==> src/design/power_down_entry_defs.svh <==
// Constants for the power-down entry control block.
// Assumes one 125 MHz core clock and synchronous pin inputs.
`ifndef POWER_DOWN_ENTRY_DEFS_SVH
`define POWER_DOWN_ENTRY_DEFS_SVH
`define WAKE_PIN_COUNT 8
`define SEL_NMI 1'b0
`define SEL_PORT2 1'b1
`define WAIT_BIT_TRISTATE 1'b0
`endif

==> src/design/power_down_entry_pkg.sv <==
// Types for the power-down entry control block.
// Assumes the defs header is on the include path.
`include "power_down_entry_defs.svh"
package power_down_entry_pkg;
  typedef enum logic [2:0] {
    RUN = 3'b001,
    QUASI_IDLE = 3'b010,
    POWER_DOWN = 3'b100
  } pd_state_t;
  typedef struct packed {
    logic wakeSourceSelect;
    logic [`WAKE_PIN_COUNT-1:0] wakeEnable;
    logic [`WAKE_PIN_COUNT-1:0] wakeActiveHigh;
    logic multiplexedBus;
    logic memoryTristateWaitBit;
  } pd_config_t;
endpackage : power_down_entry_pkg

==> src/design/power_down_entry_control.sv <==
// Decides whether a power-down instruction enters power-down.
// Assumes the CPU pulses the instruction strobe for one cycle and that
// all pins and configuration are synchronous to core_clk.
`timescale 1ns/1ps
`default_nettype none
`include "power_down_entry_defs.svh"
module power_down_entry_control
  import power_down_entry_pkg::*;
(
  // Clock and reset
  input wire logic core_clk,
  input wire logic reset,
  // Instruction stream
  input wire logic powerDownInstruction,
  input wire logic prevExternalWrite,
  input wire logic nextCodeExternal,
  // Configuration and pins
  input wire pd_config_t sysConfig,
  input wire logic nmiPin,
  input wire logic [`WAKE_PIN_COUNT-1:0] wakePins,
  // Peripheral events
  input wire logic watchdogOverflow,
  input wire logic interruptRequest,
  input wire logic eventTransferRequest,
  // Status
  output logic powerDownMode,
  output logic quasiIdle,
  output logic fetchEnable,
  output logic interruptGrant,
  output logic eventTransferGrant,
  output logic watchdogReset
);

  ////////////////////////////////////////////////////////////////////////
  pd_state_t state_reg, state_next;
  logic grantInt_reg, grantInt_next;
  logic grantPec_reg, grantPec_next;
  logic wdReset_reg, wdReset_next;
  logic [`WAKE_PIN_COUNT-1:0] wakeHit;
  logic wakeAsserted;
  logic ignoreEntry;
  logic quasiCause;

  // Per-pin active-level compare on enabled wake pins
  genvar i;
  generate
    for (i = 0; i < `WAKE_PIN_COUNT; i++) begin : g_wake
      assign wakeHit[i] = sysConfig.wakeEnable[i] & (wakePins[i] == sysConfig.wakeActiveHigh[i]);
    end
  endgenerate

  assign wakeAsserted = |wakeHit;
  assign ignoreEntry = (sysConfig.wakeSourceSelect == `SEL_NMI) ? nmiPin : wakeAsserted;
  // The fault path: an ignored instruction still stalls fetch on external code after an external write or on a multiplexed bus with tristate wait
  assign quasiCause = nextCodeExternal &
    ((sysConfig.multiplexedBus & (sysConfig.memoryTristateWaitBit == `WAIT_BIT_TRISTATE))
     | prevExternalWrite);

  ////////////////////////////////////////////////////////////////////////
  always_comb begin
    state_next = state_reg;
    // Watchdog reset takes priority over every state decision
    if (wdReset_reg) begin
      state_next = RUN;
    end else begin
    unique case (state_reg)
      RUN: begin
        if (powerDownInstruction) begin
          if (!ignoreEntry) begin
            state_next = POWER_DOWN;
          end else if (quasiCause) begin
            state_next = QUASI_IDLE;
          end
        end
      end
      QUASI_IDLE: begin
        if (!nmiPin) begin
          state_next = POWER_DOWN;
        end
      end
      POWER_DOWN: begin
        state_next = POWER_DOWN;
      end
      default: begin
        state_next = RUN;
      end
    endcase
    end
  end

  // Grants are suppressed outside normal run; watchdog acts in every state except power-down
  always_comb begin
    grantInt_next = interruptRequest & (state_next == RUN) & !wdReset_reg;
    grantPec_next = eventTransferRequest & (state_next == RUN) & !wdReset_reg;
    wdReset_next = watchdogOverflow & (state_reg != POWER_DOWN) & !wdReset_reg;
  end

  always_ff @(posedge core_clk or posedge reset) begin
    if (reset) begin
      state_reg <= RUN;
      grantInt_reg <= 1'b0;
      grantPec_reg <= 1'b0;
      wdReset_reg <= 1'b0;
    end else begin
      state_reg <= state_next;
      grantInt_reg <= grantInt_next;
      grantPec_reg <= grantPec_next;
      wdReset_reg <= wdReset_next;
    end
  end

  // One-hot codes let each status output be a single state flip-flop
  assign powerDownMode = state_reg[2];
  assign quasiIdle = state_reg[1];
  assign fetchEnable = state_reg[0];
  assign interruptGrant = grantInt_reg;
  assign eventTransferGrant = grantPec_reg;
  assign watchdogReset = wdReset_reg;

  ////////////////////////////////////////////////////////////////////////
  a_nmi_ignore: assert property (@(posedge core_clk) disable iff (reset)
    (state_reg == RUN && powerDownInstruction && !sysConfig.wakeSourceSelect && nmiPin && !wdReset_reg)
    |=> !powerDownMode) else $error("entry not ignored with nmi high");
  a_wake_ignore: assert property (@(posedge core_clk) disable iff (reset)
    (state_reg == RUN && powerDownInstruction && sysConfig.wakeSourceSelect && wakeAsserted && !wdReset_reg)
    |=> !powerDownMode) else $error("entry not ignored with wake pin active");
  a_normal_entry: assert property (@(posedge core_clk) disable iff (reset)
    (state_reg == RUN && powerDownInstruction && !ignoreEntry && !wdReset_reg)
    |=> powerDownMode) else $error("normal power-down entry missed");
  a_mux_quasi: assert property (@(posedge core_clk) disable iff (reset)
    (state_reg == RUN && powerDownInstruction && ignoreEntry && nextCodeExternal && sysConfig.multiplexedBus
     && !sysConfig.memoryTristateWaitBit && !wdReset_reg) |=> quasiIdle && !fetchEnable)
    else $error("quasi-idle not entered on multiplexed bus");
  a_write_quasi: assert property (@(posedge core_clk) disable iff (reset)
    (state_reg == RUN && powerDownInstruction && ignoreEntry && nextCodeExternal && prevExternalWrite && !wdReset_reg)
    |=> quasiIdle) else $error("quasi-idle not entered after external write");
  a_quasi_watchdog: assert property (@(posedge core_clk) disable iff (reset)
    (quasiIdle && watchdogOverflow && !wdReset_reg) |=> watchdogReset ##1 fetchEnable)
    else $error("watchdog did not reset quasi-idle device");
  a_quasi_nogrant: assert property (@(posedge core_clk) disable iff (reset)
    quasiIdle[*2] |-> !interruptGrant && !eventTransferGrant)
    else $error("grant issued while quasi-idle");
  a_quasi_exit: assert property (@(posedge core_clk) disable iff (reset)
    (quasiIdle && !nmiPin && !wdReset_reg) |=> powerDownMode && !$past(powerDownMode))
    else $error("nmi low did not enter power-down");

  ////////////////////////////////////////////////////////////////////////
  // State and status consistency
  a_state_onehot: assert property (@(posedge core_clk) disable iff (reset)
    $onehot(state_reg))
    else $error("state register not one-hot");

  a_fetch_run: assert property (@(posedge core_clk) disable iff (reset)
    fetchEnable |-> !quasiIdle && !powerDownMode)
    else $error("fetch enabled outside run");

  a_quasi_nofetch: assert property (@(posedge core_clk) disable iff (reset)
    quasiIdle |-> !fetchEnable)
    else $error("fetch enabled while quasi-idle");

  a_pd_sticky: assert property (@(posedge core_clk) disable iff (reset)
    (powerDownMode && !watchdogReset) |=> powerDownMode)
    else $error("power-down left without reset");

  a_pd_entry: assert property (@(posedge core_clk) disable iff (reset)
    $rose(powerDownMode) |-> (($past(powerDownInstruction) && !$past(ignoreEntry))
    || ($past(quasiIdle) && !$past(nmiPin))))
    else $error("power-down entered without cause");

  a_quasi_entry: assert property (@(posedge core_clk) disable iff (reset)
    $rose(quasiIdle) |-> $past(powerDownInstruction) && $past(ignoreEntry) && $past(quasiCause))
    else $error("quasi-idle entered without cause");

  a_quasi_hold: assert property (@(posedge core_clk) disable iff (reset)
    (quasiIdle && nmiPin && !watchdogOverflow && !wdReset_reg) |=> quasiIdle)
    else $error("quasi-idle left without nmi or watchdog");

  a_strobe_refused: assert property (@(posedge core_clk) disable iff (reset)
    (quasiIdle && powerDownInstruction && nmiPin && !watchdogOverflow && !wdReset_reg) |=> quasiIdle)
    else $error("strobe acted while quasi-idle");

  a_ignored_run: assert property (@(posedge core_clk) disable iff (reset)
    (state_reg == RUN && powerDownInstruction && ignoreEntry && !quasiCause && !wdReset_reg) |=> fetchEnable)
    else $error("ignored entry stopped fetch");

  a_ignored_noquasi: assert property (@(posedge core_clk) disable iff (reset)
    (state_reg == RUN && powerDownInstruction && ignoreEntry && !quasiCause && !wdReset_reg) |=> !quasiIdle)
    else $error("quasi-idle without bus cause");

  ////////////////////////////////////////////////////////////////////////
  // Watchdog behaviour
  a_wd_pulse: assert property (@(posedge core_clk) disable iff (reset)
    watchdogReset |-> $past(watchdogOverflow))
    else $error("watchdog reset without overflow");

  a_wd_run: assert property (@(posedge core_clk) disable iff (reset)
    watchdogReset |=> fetchEnable && !watchdogReset)
    else $error("watchdog reset did not return to run");

  a_pd_nowatchdog: assert property (@(posedge core_clk) disable iff (reset)
    powerDownMode |=> !watchdogReset)
    else $error("watchdog acted in power-down");

  a_wd_clears_grant: assert property (@(posedge core_clk) disable iff (reset)
    watchdogReset |=> !interruptGrant && !eventTransferGrant)
    else $error("grant issued during watchdog reset");

  ////////////////////////////////////////////////////////////////////////
  // Grants
  a_grant_follow: assert property (@(posedge core_clk) disable iff (reset)
    interruptGrant |-> $past(interruptRequest))
    else $error("interrupt grant without request");

  a_pec_follow: assert property (@(posedge core_clk) disable iff (reset)
    eventTransferGrant |-> $past(eventTransferRequest))
    else $error("event transfer grant without request");

  a_int_quasi: assert property (@(posedge core_clk) disable iff (reset)
    quasiIdle |-> !interruptGrant)
    else $error("interrupt granted in quasi-idle");

  a_pec_quasi: assert property (@(posedge core_clk) disable iff (reset)
    quasiIdle |-> !eventTransferGrant)
    else $error("event transfer granted in quasi-idle");

  a_pd_nogrant: assert property (@(posedge core_clk) disable iff (reset)
    powerDownMode |-> !interruptGrant && !eventTransferGrant)
    else $error("grant issued in power-down");

  a_grant_refused: assert property (@(posedge core_clk) disable iff (reset)
    (state_reg == RUN && powerDownInstruction && !ignoreEntry) |=> !interruptGrant && !eventTransferGrant)
    else $error("grant issued on power-down entry");

endmodule : power_down_entry_control
`default_nettype wire

==> config.mk <==
export PLATFORM = sky130hd
export DESIGN_NAME = power_down_entry_control
export DESIGN_NICKNAME = d
export VERILOG_FILES = /design/src/design/power_down_entry_pkg.sv /design/src/design/power_down_entry_control.sv
export VERILOG_INCLUDE_DIRS = /design/src /design/src/design
export SDC_FILE = /design/constraint.sdc
export NUM_CORES = 1
export LEC_CHECK = 0
export ABC_AREA = 1
export BUFFER_PORTS_ARGS = -buffer_cell sky130_fd_sc_hd__buf_4
export CAP_MARGIN = 10
export CORE_MARGIN = 1.5
export CORE_UTILIZATION = 40
export DETAILED_ROUTE_END_ITERATION = 10
export GPL_TIMING_DRIVEN = 0
export PLACE_DENSITY = 0.82
export SETUP_SLACK_MARGIN = 0.4
export SYNTH_ARGS = -nofsm -noshare
export SYNTH_HDL_FRONTEND = slang
export SYNTH_SLANG_ARGS = --single-unit
==> constraint.sdc <==
create_clock -name core_clk -period 2.3 [get_ports core_clk]
set_input_delay 0.115 -clock core_clk [delete_from_list [all_inputs] [get_ports core_clk]]
set_output_delay 0.115 -clock core_clk [all_outputs]
set_load 0.02 [all_outputs]
==> run summary, run 1 <==
Status = completed
Syn Area/Cell = 6.111 sq um
Critical path required time = 2.45 ns
Initial antenna violation count = 0
VDD IR max = 0.0003894 V
Final Skew = 0.006854 ns
Nature of the critical path startpoint = flop
Cells after synthesis = 86
Critical Path AT = 1.42 ns
Multi-input combinational cell area = 295.3 sq um
Cell Rows = 12
Ys Warns = 0
Leak = 0.0005251 uW
Gpl congestion = 0.7303
Hold-fix buffers, CTS = 1
Crit path cell chain = inv_1 > nor4_4 > nand2_2 > a21oi_1
Crit path max fanout = 4
Setup TNS = 0 ns
Clk_lat worst skew = 0.24 ns
Ant diodes = 0
Worst hold path type = input port to flop
Crit Path Class = flop to flop
Worst slew margin = 80.02%
R2r setup slk = 1.03 ns
Unique masters post-synth = 16
WL final = 1440 microns
Slew @ Worst Pin = 0.2981 ns
Reg2reg end = eventTransferGrant
Crit-path slowest cell = dfstp_2
Avg WL per Cell = 9.863 microns
Largest net degree at the start of global routing = 7
Drt pass-1 iters = 4
First-pass GRT wire length = 2283 microns
DPL Wire Length = 1193 microns
Post-layout nets = 169
End of the critical path = eventTransferGrant
# IOs = 42
Area growth, synth to finish = 68.81%
CP max stage delay = 0.55 ns
Max-cap viol count = 0
CORE AREA = 0.001171 sq mm
Fmax achieved = 789.3 MHz
Fin crit period = 1.267 ns
Crit. End Element = flop
DR vias = 675
Final period utilization = 55.08%
Post_cts resized = 0
Final ANT Viol Nets = 0
Share of layout cells above drive strength 1 = 43.94%
Setup crit start = state_reg[0]
GRT overflow = 0
Synthesized area = 525.5 sq um
CTS buffer count = 3
Largest register FFs = 3
Gr usage total = 22.12%
Die area = 0.001540 sq mm
CTS tree = done
Root Buffer Master = clkbuf_4
Crit Reg-Reg Startpoint = state_reg[0]
RSZ-0062 raised after global routing = no
Final setup viols = 0
Yosys reg bits = 6
Reg clk slew, reported paths = 0.05 ns
Max-slew violation count = 0
Port Buffers = 41
Worst Min Path Start = watchdogOverflow
DR iter-0 viols = 12
Filler cells = 98
Clock buffer depth = 2
DRC = 0
Vias in the first global route = 607
Power density cells = 513.0 mW/mm^2
Post-CTS Setup Bufs = 0
Post-Syn Nets = 122
Register area = 151.4 sq um
R2R cell count = 4
Die width = 39.25 microns
Vias per inst = 4.623
H-tree depth = 1
Layout Utilization = 75.75%
Clk sinks = 6
Die height = 39.25 microns
Final Hold Viols = 0
Initial Util = 44.87%
Register area share after synthesis = 28.81%
==> final cells by class <==
cell class	count	share of cell area, %
sequential	6	17.07
inverter	21	8.886
timing repair buffer	42	35.83
tap	14	1.975
multi-input combinational	59	33.29
clock buffer	4	2.962
==> stage by stage <==
step / worst slack, ns / power, uW / area [sq um] / hold WS (ns) / cells
3_5_place_dp: 1.083 / 347.6 / 850.8 / 0.04286 / 141
4_1_cts: 1.028 / 458.7 / 887.1 / 0.1017 / 146
6_report: 1.033 / 455.0 / 887.1 / 0.1050 / 146
2_1_floorplan: 1.080 / 257.3 / 525.5 / -0.09477 / 86
3_3_place_gp: 1.095 / 341.7 / 850.8 / 0.04032 / 141
5_1_grt: 0.9512 / 484.0 / 887.1 / 0.1278 / 146
==> layout by cell type, fill, tap and decap left out, drive strengths merged, types with 2 or more instances in the layout <==
master   n
nand2   29
dfrtp    5
inv     21
nor2     8
o21ai    4
nor3     2
clkbuf   4
buf     41
nand3    8
a21oi    5
==> kinds of logic (layout without fill, tap and decap cells) <==
kind of cell	count (synthesis)	in the layout	synth area share [%]
AND/OR/NAND/NOR	50	50	46.19
buffers and inverters	21	67	15.00
flip-flops	6	6	28.81
AO/OA/AOI/OAI	9	9	10.00
==> report_power, final <==
part           internal [uW]  total [uW]  switching (uW)
Clock                   65.7         104            38.2
Sequential               127         143            16.2
Combinational            103         208             105
==> metal layers <==
metal	global-route usage, %	vias to the layer above	share of wire, %
met5	0	-	0
met3	5.202	5	5.7
met1	22.97	289	41
met2	41.67	28	51
li1	-	353	-
met4	8.621	0	2.3
==> Yosys cell counts <==
cell,number,area [sq um]
o21ai_2,1,8.760
nand2_1,25,93.84
nor2_1,8,30.03
dfrtp_1,5,125.1
inv_1,18,67.56
a21oi_2,1,8.760
nor3_2,2,20.02
nand2_2,4,25.02
dfstp_2,1,26.28
nor4_4,1,21.27
o21ai_1,3,15.01
or2_2,1,6.260
nand4_1,1,6.260
a21oi_1,4,20.02
inv_2,3,11.26
nand3_1,8,40.04
==> worst max-delay path: cells and delay by family (launching register included) <==
family | cells | cell delay (ns)
flip-flops | 1 | 0.55
AND/OR/NAND/NOR | 2 | 0.37
AO/OA/AOI/OAI | 1 | 0.16
buffers and inverters | 1 | 0.09
==> how the worst min path moves through the flow <==
stage | end | cells past startpoint | slack [ns]
finish | watchdogReset | 3 | 0.10
global route | watchdogReset | 3 | 0.13
CTS | watchdogReset | 3 | 0.10
detailed placement | interruptGrant | 2 | 0.04
global placement | interruptGrant | 2 | 0.04
floorplan | eventTransferGrant | 1 | -0.09
Power figures use the tool's default switching activity.
==> inputs of run 2 (changes only) <==
--- a/config.mk
+++ b/config.mk
@@ -10,10 +10,10 @@
 export BUFFER_PORTS_ARGS = -buffer_cell sky130_fd_sc_hd__buf_4
 export CAP_MARGIN = 10
 export CORE_MARGIN = 1.5
-export CORE_UTILIZATION = 40
+export CORE_UTILIZATION = 34
 export DETAILED_ROUTE_END_ITERATION = 10
 export GPL_TIMING_DRIVEN = 0
-export PLACE_DENSITY = 0.82
+export PLACE_DENSITY = 0.74
 export SETUP_SLACK_MARGIN = 0.4
 export SYNTH_ARGS = -nofsm -noshare
 export SYNTH_HDL_FRONTEND = slang
==> constraint.sdc (replaced) <==
create_clock -name core_clk -period 1.15 [get_ports core_clk]
set_input_delay 0.0575 -clock core_clk [delete_from_list [all_inputs] [get_ports core_clk]]
set_output_delay 0.0575 -clock core_clk [all_outputs]
set_load 0.02 [all_outputs]
==> run 2 against run 1 <==
  * The flow now finishes with violations (negative setup slack)
  * First-iteration DRC count decreased by 58%
  * Setup slack lost 1.0 ns
  * Maximum frequency rose by 8.9%
  * Clock power rose by 110%
  * Clock-buffer cell count unchanged
  * Worst hold slack worse by 0.053 ns
  * Final cell count increased by 4.1%
  * Via count is 1.3% higher
  * Non-clock buffer count up 4
  * Sequential cell count unchanged
  * Largest power group unchanged
==> run summary, run 2 (synthesis gave the netlist of run 1 again) <==
Max-cap viol count = 0
Critical Path AT = 1.33 ns
Gr usage total = 17.85%
WL final = 1404 microns
Commonest non-fill, non-tap cell in the layout = buf_4
Crit Path Class = flop to flop
Gr busiest metal = met2
Fin crit period = 1.163 ns
# IOs = 42
Setup TNS = -0.02593 ns
CTS buffer count = 3
Power density cells = 1034 mW/mm^2
Commonest non-fill, non-tap cells in the layout = 38 x buf_4, 25 x nand2_1, 17 x inv_1, 8 x nand3_1
Cell Rows = 14
R2R cell count = 6
Area growth, synth to finish = 84.76%
Final ANT Viol Nets = 0
Largest register FFs = 3
Port Buffers = 41
Finished Layout Cells = 152
Fmax achieved = 859.8 MHz
Worst hold path type = input port to flop
DR vias = 684
Initial Util = 35.71%
Crit path max-delay family = flip-flops
Crit path cell chain = nor2_2 > nand2_1 > nand2_2 > o21ai_2 > inv_2 > a21oi_2
Dpl cells = 143
Clk_lat worst skew = 0.24 ns
Drt pass-1 iters = 4
Share of layout cells above drive strength 1 = 50.74%
GR Util met3 = 3.879%
Crit path max fanout = 4
GR Layer Usage met1 = 20.38%
Slew @ Worst Pin = 0.2652 ns
First-pass GRT wire length = 2449 microns
Clock buffer depth = 2
Vias per inst = 4.500
Initial antenna violation count = 0
CORE AREA = 0.001471 sq mm
DRC = 0
Slack of the critical path = -0.01310 ns
Worst slew margin = 82.26%
H-tree depth = 1
Filler cells = 134
Min Hold Slack = 0.05208 ns
Largest net degree at the start of global routing = 7
Crit-path slowest cell = dfstp_2
Final Hold Viols = 0
VDD IR max = 0.0006730 V
Final period utilization = 101.1%
Number of buffer and inverter instances along the worst setup path = 1
DR iter-0 viols = 5
Met2 Use GR = 32.92%
Reg clk slew, reported paths = 0.05 ns
Critical path required time = 1.32 ns
CP max stage delay = 0.58 ns
Nature of the critical path startpoint = flop
Final setup viols = 3
DPL Wire Length = 1219 microns
Post-layout nets = 173
GRT overflow = 0
Status = finished with violations
Ant diodes = 0
Die width = 42.32 microns
Gpl congestion = 0.7414
Critical path depth in cells = 6
Final Skew = 0.002598 ns
Avg WL per Cell = 9.237 microns
Die height = 42.32 microns
Max-slew violation count = 0
Failing checks = negative setup slack
RSZ-0062 raised after global routing = yes
Vias in the first global route = 641
Layout Utilization = 65.99%
Crit. End Element = flop
CTS tree = done
Hold path depth = 3
Clk sinks = 6
Pre-CTS setup slack = -0.01770 ns
Leak = 0.0005486 uW
Root Buffer Master = clkbuf_4
Die area = 0.001791 sq mm
run 2: changes by cell type in the layout (fill, tap and decap cells not counted), sizes merged:
| cell | before | now |
|---|---|---|
| buf | 41 | 45 |
run 2: layout make-up:
type,count,area (sq um),area share (%)
timing repair buffer,46,374.1,38.53
multi-input combinational,59,315.3,32.47
sequential,6,153.9,15.85
inverter,21,81.33,8.376
clock buffer,4,26.28,2.706
tap,16,20.02,2.062
run 2: worst reg2reg max path: stages, from the launching register on:
cell and delay, ns:
dfstp_2 0.58, nor2_2 0.07, nand2_1 0.07, nand2_2 0.06, o21ai_2 0.12, inv_2 0.07
a21oi_2 0.13
run 2: timing repair:
item	in CTS	in global routing
hold buffers	1	0
endpoints found under the setup margin	12	12
resized for setup	8	3
endpoints found under the hold margin	6	0
setup buffers	2	2
pin swaps	1	0
run 2: layer usage:
metal  share of wire, %  vias up
met4               0.93        0
met2                 57       27
met5                  0        -
met1                 37      293
li1                   -      362
met3                4.4        2
run 2: power by group:
part	leakage, uW	switching (uW)	internal, uW
sequential	0.0000730	45.5	256
clock	0.0000150	81.9	132
combinational	0.000461	230	259
run 2: path summary, 6_finish.rpt:
path,start,end,slack (ns)
worst max-delay path,state_reg[0],interruptGrant,-0.01
worst min-delay path,watchdogOverflow,watchdogReset,0.05
worst max register to register,state_reg[0],interruptGrant,-0.01
worst min register to register,watchdogReset,state_reg[2],0.61
max in group asynchronous,reset,state_reg[0],0.62
min in group asynchronous,reset,watchdogReset,0.28
run 2: through the flow:
step | instance area, sq um | total power [uW]
final | 970.9 | 1004
after global routing | 970.9 | 1074
after CTS | 945.9 | 987.5
after detailed placement | 864.6 | 708.8
after global placement | 864.6 | 698.0
after floorplan | 536.8 | 526.5
==> inputs of run 3 (changes only) <==
--- a/config.mk
+++ b/config.mk
@@ -11,10 +11,12 @@
 export CAP_MARGIN = 10
 export CORE_MARGIN = 1.5
 export CORE_UTILIZATION = 34
+export CTS_CLUSTER_SIZE = 40
 export DETAILED_ROUTE_END_ITERATION = 10
 export GPL_TIMING_DRIVEN = 0
 export PLACE_DENSITY = 0.74
 export SETUP_SLACK_MARGIN = 0.4
+export SKIP_CTS_REPAIR_TIMING = 1
 export SYNTH_ARGS = -nofsm -noshare
 export SYNTH_HDL_FRONTEND = slang
 export SYNTH_SLANG_ARGS = --single-unit
==> constraint.sdc (replaced) <==
create_clock -name core_clk -period 1.15 [get_ports core_clk]
set_input_delay 0.23 -clock core_clk [delete_from_list [all_inputs] [get_ports core_clk]]
set_output_delay 0.23 -clock core_clk [all_outputs]
set_load 0.02 [all_outputs]
==> run 3 against run 2 <==
  * The run still ends with negative setup slack left
  * Non-clock buffer count decreased by 3
  * Core utilization fell by 2.7 points
  * Sequential cell count is the same
  * Register-to-register slack about the same
  * First-iteration DRC count is the same
  * Maximum frequency is 2.0% lower
  * Final cell count fell by 2.0%
  * Die area did not move
  * Power shrank 5.5%
  * Clock power barely moved
  * Clock-buffer cell count unchanged
  * Sequential share of layout area rose by 0.68 points
  * Largest cell class unchanged
  * Largest power group unchanged
==> run summary, run 3 (synthesis gave the netlist of run 1 again) <==
Status = finished with violations
Failing checks = negative setup slack
Final Skew = 0.003842 ns
Gpl congestion = 0.7414
Hold EP = eventTransferGrant
Vias per inst = 4.503
Hold path depth = 3
Clk_lat worst skew = 0.25 ns
CORE AREA = 0.001471 sq mm
Worst slew margin = 82.34%
Cell Rows = 14
Crit path max-delay family = flip-flops
R2R cell count = 5
Crit-path slowest cell = dfstp_2
DR iter-0 viols = 5
Clk sinks = 6
Fmax achieved = 842.7 MHz
Crit. End Element = output pin
Die width = 42.32 microns
Post-layout nets = 170
VDD IR max = 0.0006672 V
Dpl cells = 143
DPL Wire Length = 1219 microns
Ant diodes = 0
Clock buffer depth = 2
Critical path required time = 0.92 ns
Leak = 0.0005306 uW
CP max stage delay = 0.56 ns
Share of layout cells above drive strength 1 = 48.87%
# IOs = 42
Power density cells = 1019 mW/mm^2
DRC = 0
Vias in the first global route = 635
Largest register FFs = 3
Multi-input combinational cell area = 311.5 sq um
Worst Min Path Start = eventTransferRequest
CTS tree = done
H-tree depth = 1
Commonest non-fill, non-tap cells in the layout = 38 x buf_4, 25 x nand2_1, 17 x inv_1, 8 x nand3_1, 7 x nor2_1
First-pass GRT wire length = 2387 microns
Crit path max fanout = 4
Crit Reg-Reg Startpoint = state_reg[0]
Layout Utilization = 63.27%
Root Buffer Master = clkbuf_4
Area growth, synth to finish = 77.14%
Max-cap viol count = 0
Reg clk slew, reported paths = 0.05 ns
Port Buffers = 41
Initial antenna violation count = 0
CTS buffer count = 3
Finished Cell Area = 930.9 sq um
Final Hold Viols = 0
GRT overflow = 0
RSZ-0062 raised after global routing = yes
Die height = 42.32 microns
Filler cells = 142
WL final = 1372 microns
Slew @ Worst Pin = 0.2639 ns
Avg WL per Cell = 9.208 microns
Crit path cell chain = buf_4
Largest net degree at the start of global routing = 7
Nature of the critical path startpoint = flop
Worst hold path type = input port to flop
Slack of the critical path = -0.03661 ns
Register area = 153.9 sq um
Commonest non-fill, non-tap cell in the layout = buf_4
Number of buffer and inverter instances along the worst setup path = 1
Finished Layout Cells = 149
Gr usage total = 17.40%
Die area = 0.001791 sq mm
Reg2reg end = eventTransferGrant
Max-slew violation count = 0
Crit Path Class = flop to output pin
Final setup viols = 4
Fin crit period = 1.187 ns
DR vias = 671
Drt pass-1 iters = 4
Critical Path AT = 0.96 ns
DP Area = 864.6 sq um
R2r setup slk = -0.01 ns
Final period utilization = 103.2%
Final ANT Viol Nets = 0
Initial Util = 35.71%
-- run 3: layout make-up --
type	count	area share (%)
repair buffers	43	36.56
multi-input cells	59	33.47
flip-flops and latches	6	16.53
inverters	21	8.468
clock buffers	4	2.823
well taps	16	2.151
-- run 3: worst max-delay path by stage --
stage | from | end | slack (ns) | cells past startpoint
finish | state_reg[0] | fetchEnable | -0.04 | 1
global route | state_reg[0] | state_reg[1] | -0.09 | 4
CTS | state_reg[0] | fetchEnable | -0.05 | 1
detailed placement | sysConfig[1] | interruptGrant | -0.04 | 6
global placement | sysConfig[1] | interruptGrant | -0.03 | 6
floorplan | state_reg[0] | interruptGrant | 0.003 | 5
-- run 3: where the power goes --
| group | internal [uW] | leakage (uW) | switching, uW | total [uW] |
|---|---|---|---|---|
| logic | 223 | 0.000443 | 216 | 438 |
| clock network | 132 | 0.0000150 | 81.2 | 213 |
| registers | 255 | 0.0000730 | 41.7 | 297 |
-- run 3: stage by stage --
stage | hold slack (ns) | TNS (ns) | worst slack, ns | power (uW)
global placement | 0.1565 | -0.05657 | -0.02947 | 698.0
finish | 0.2166 | -0.05317 | -0.03661 | 948.5
detailed placement | 0.1591 | -0.06974 | -0.04382 | 708.8
floorplan | 0.02010 | 0 | 0.002807 | 526.5
CTS | -0.1070 | -0.1124 | -0.04577 | 928.4
global route | 0.2324 | -0.3268 | -0.08654 | 1019
-- run 3: layer usage --
layer  GRT usage [%]  part of all wire [%]
met1           19.84                    37
met2           32.00                    58
met3           3.879                   4.1
met4           5.000                  0.95
met5               0                     0
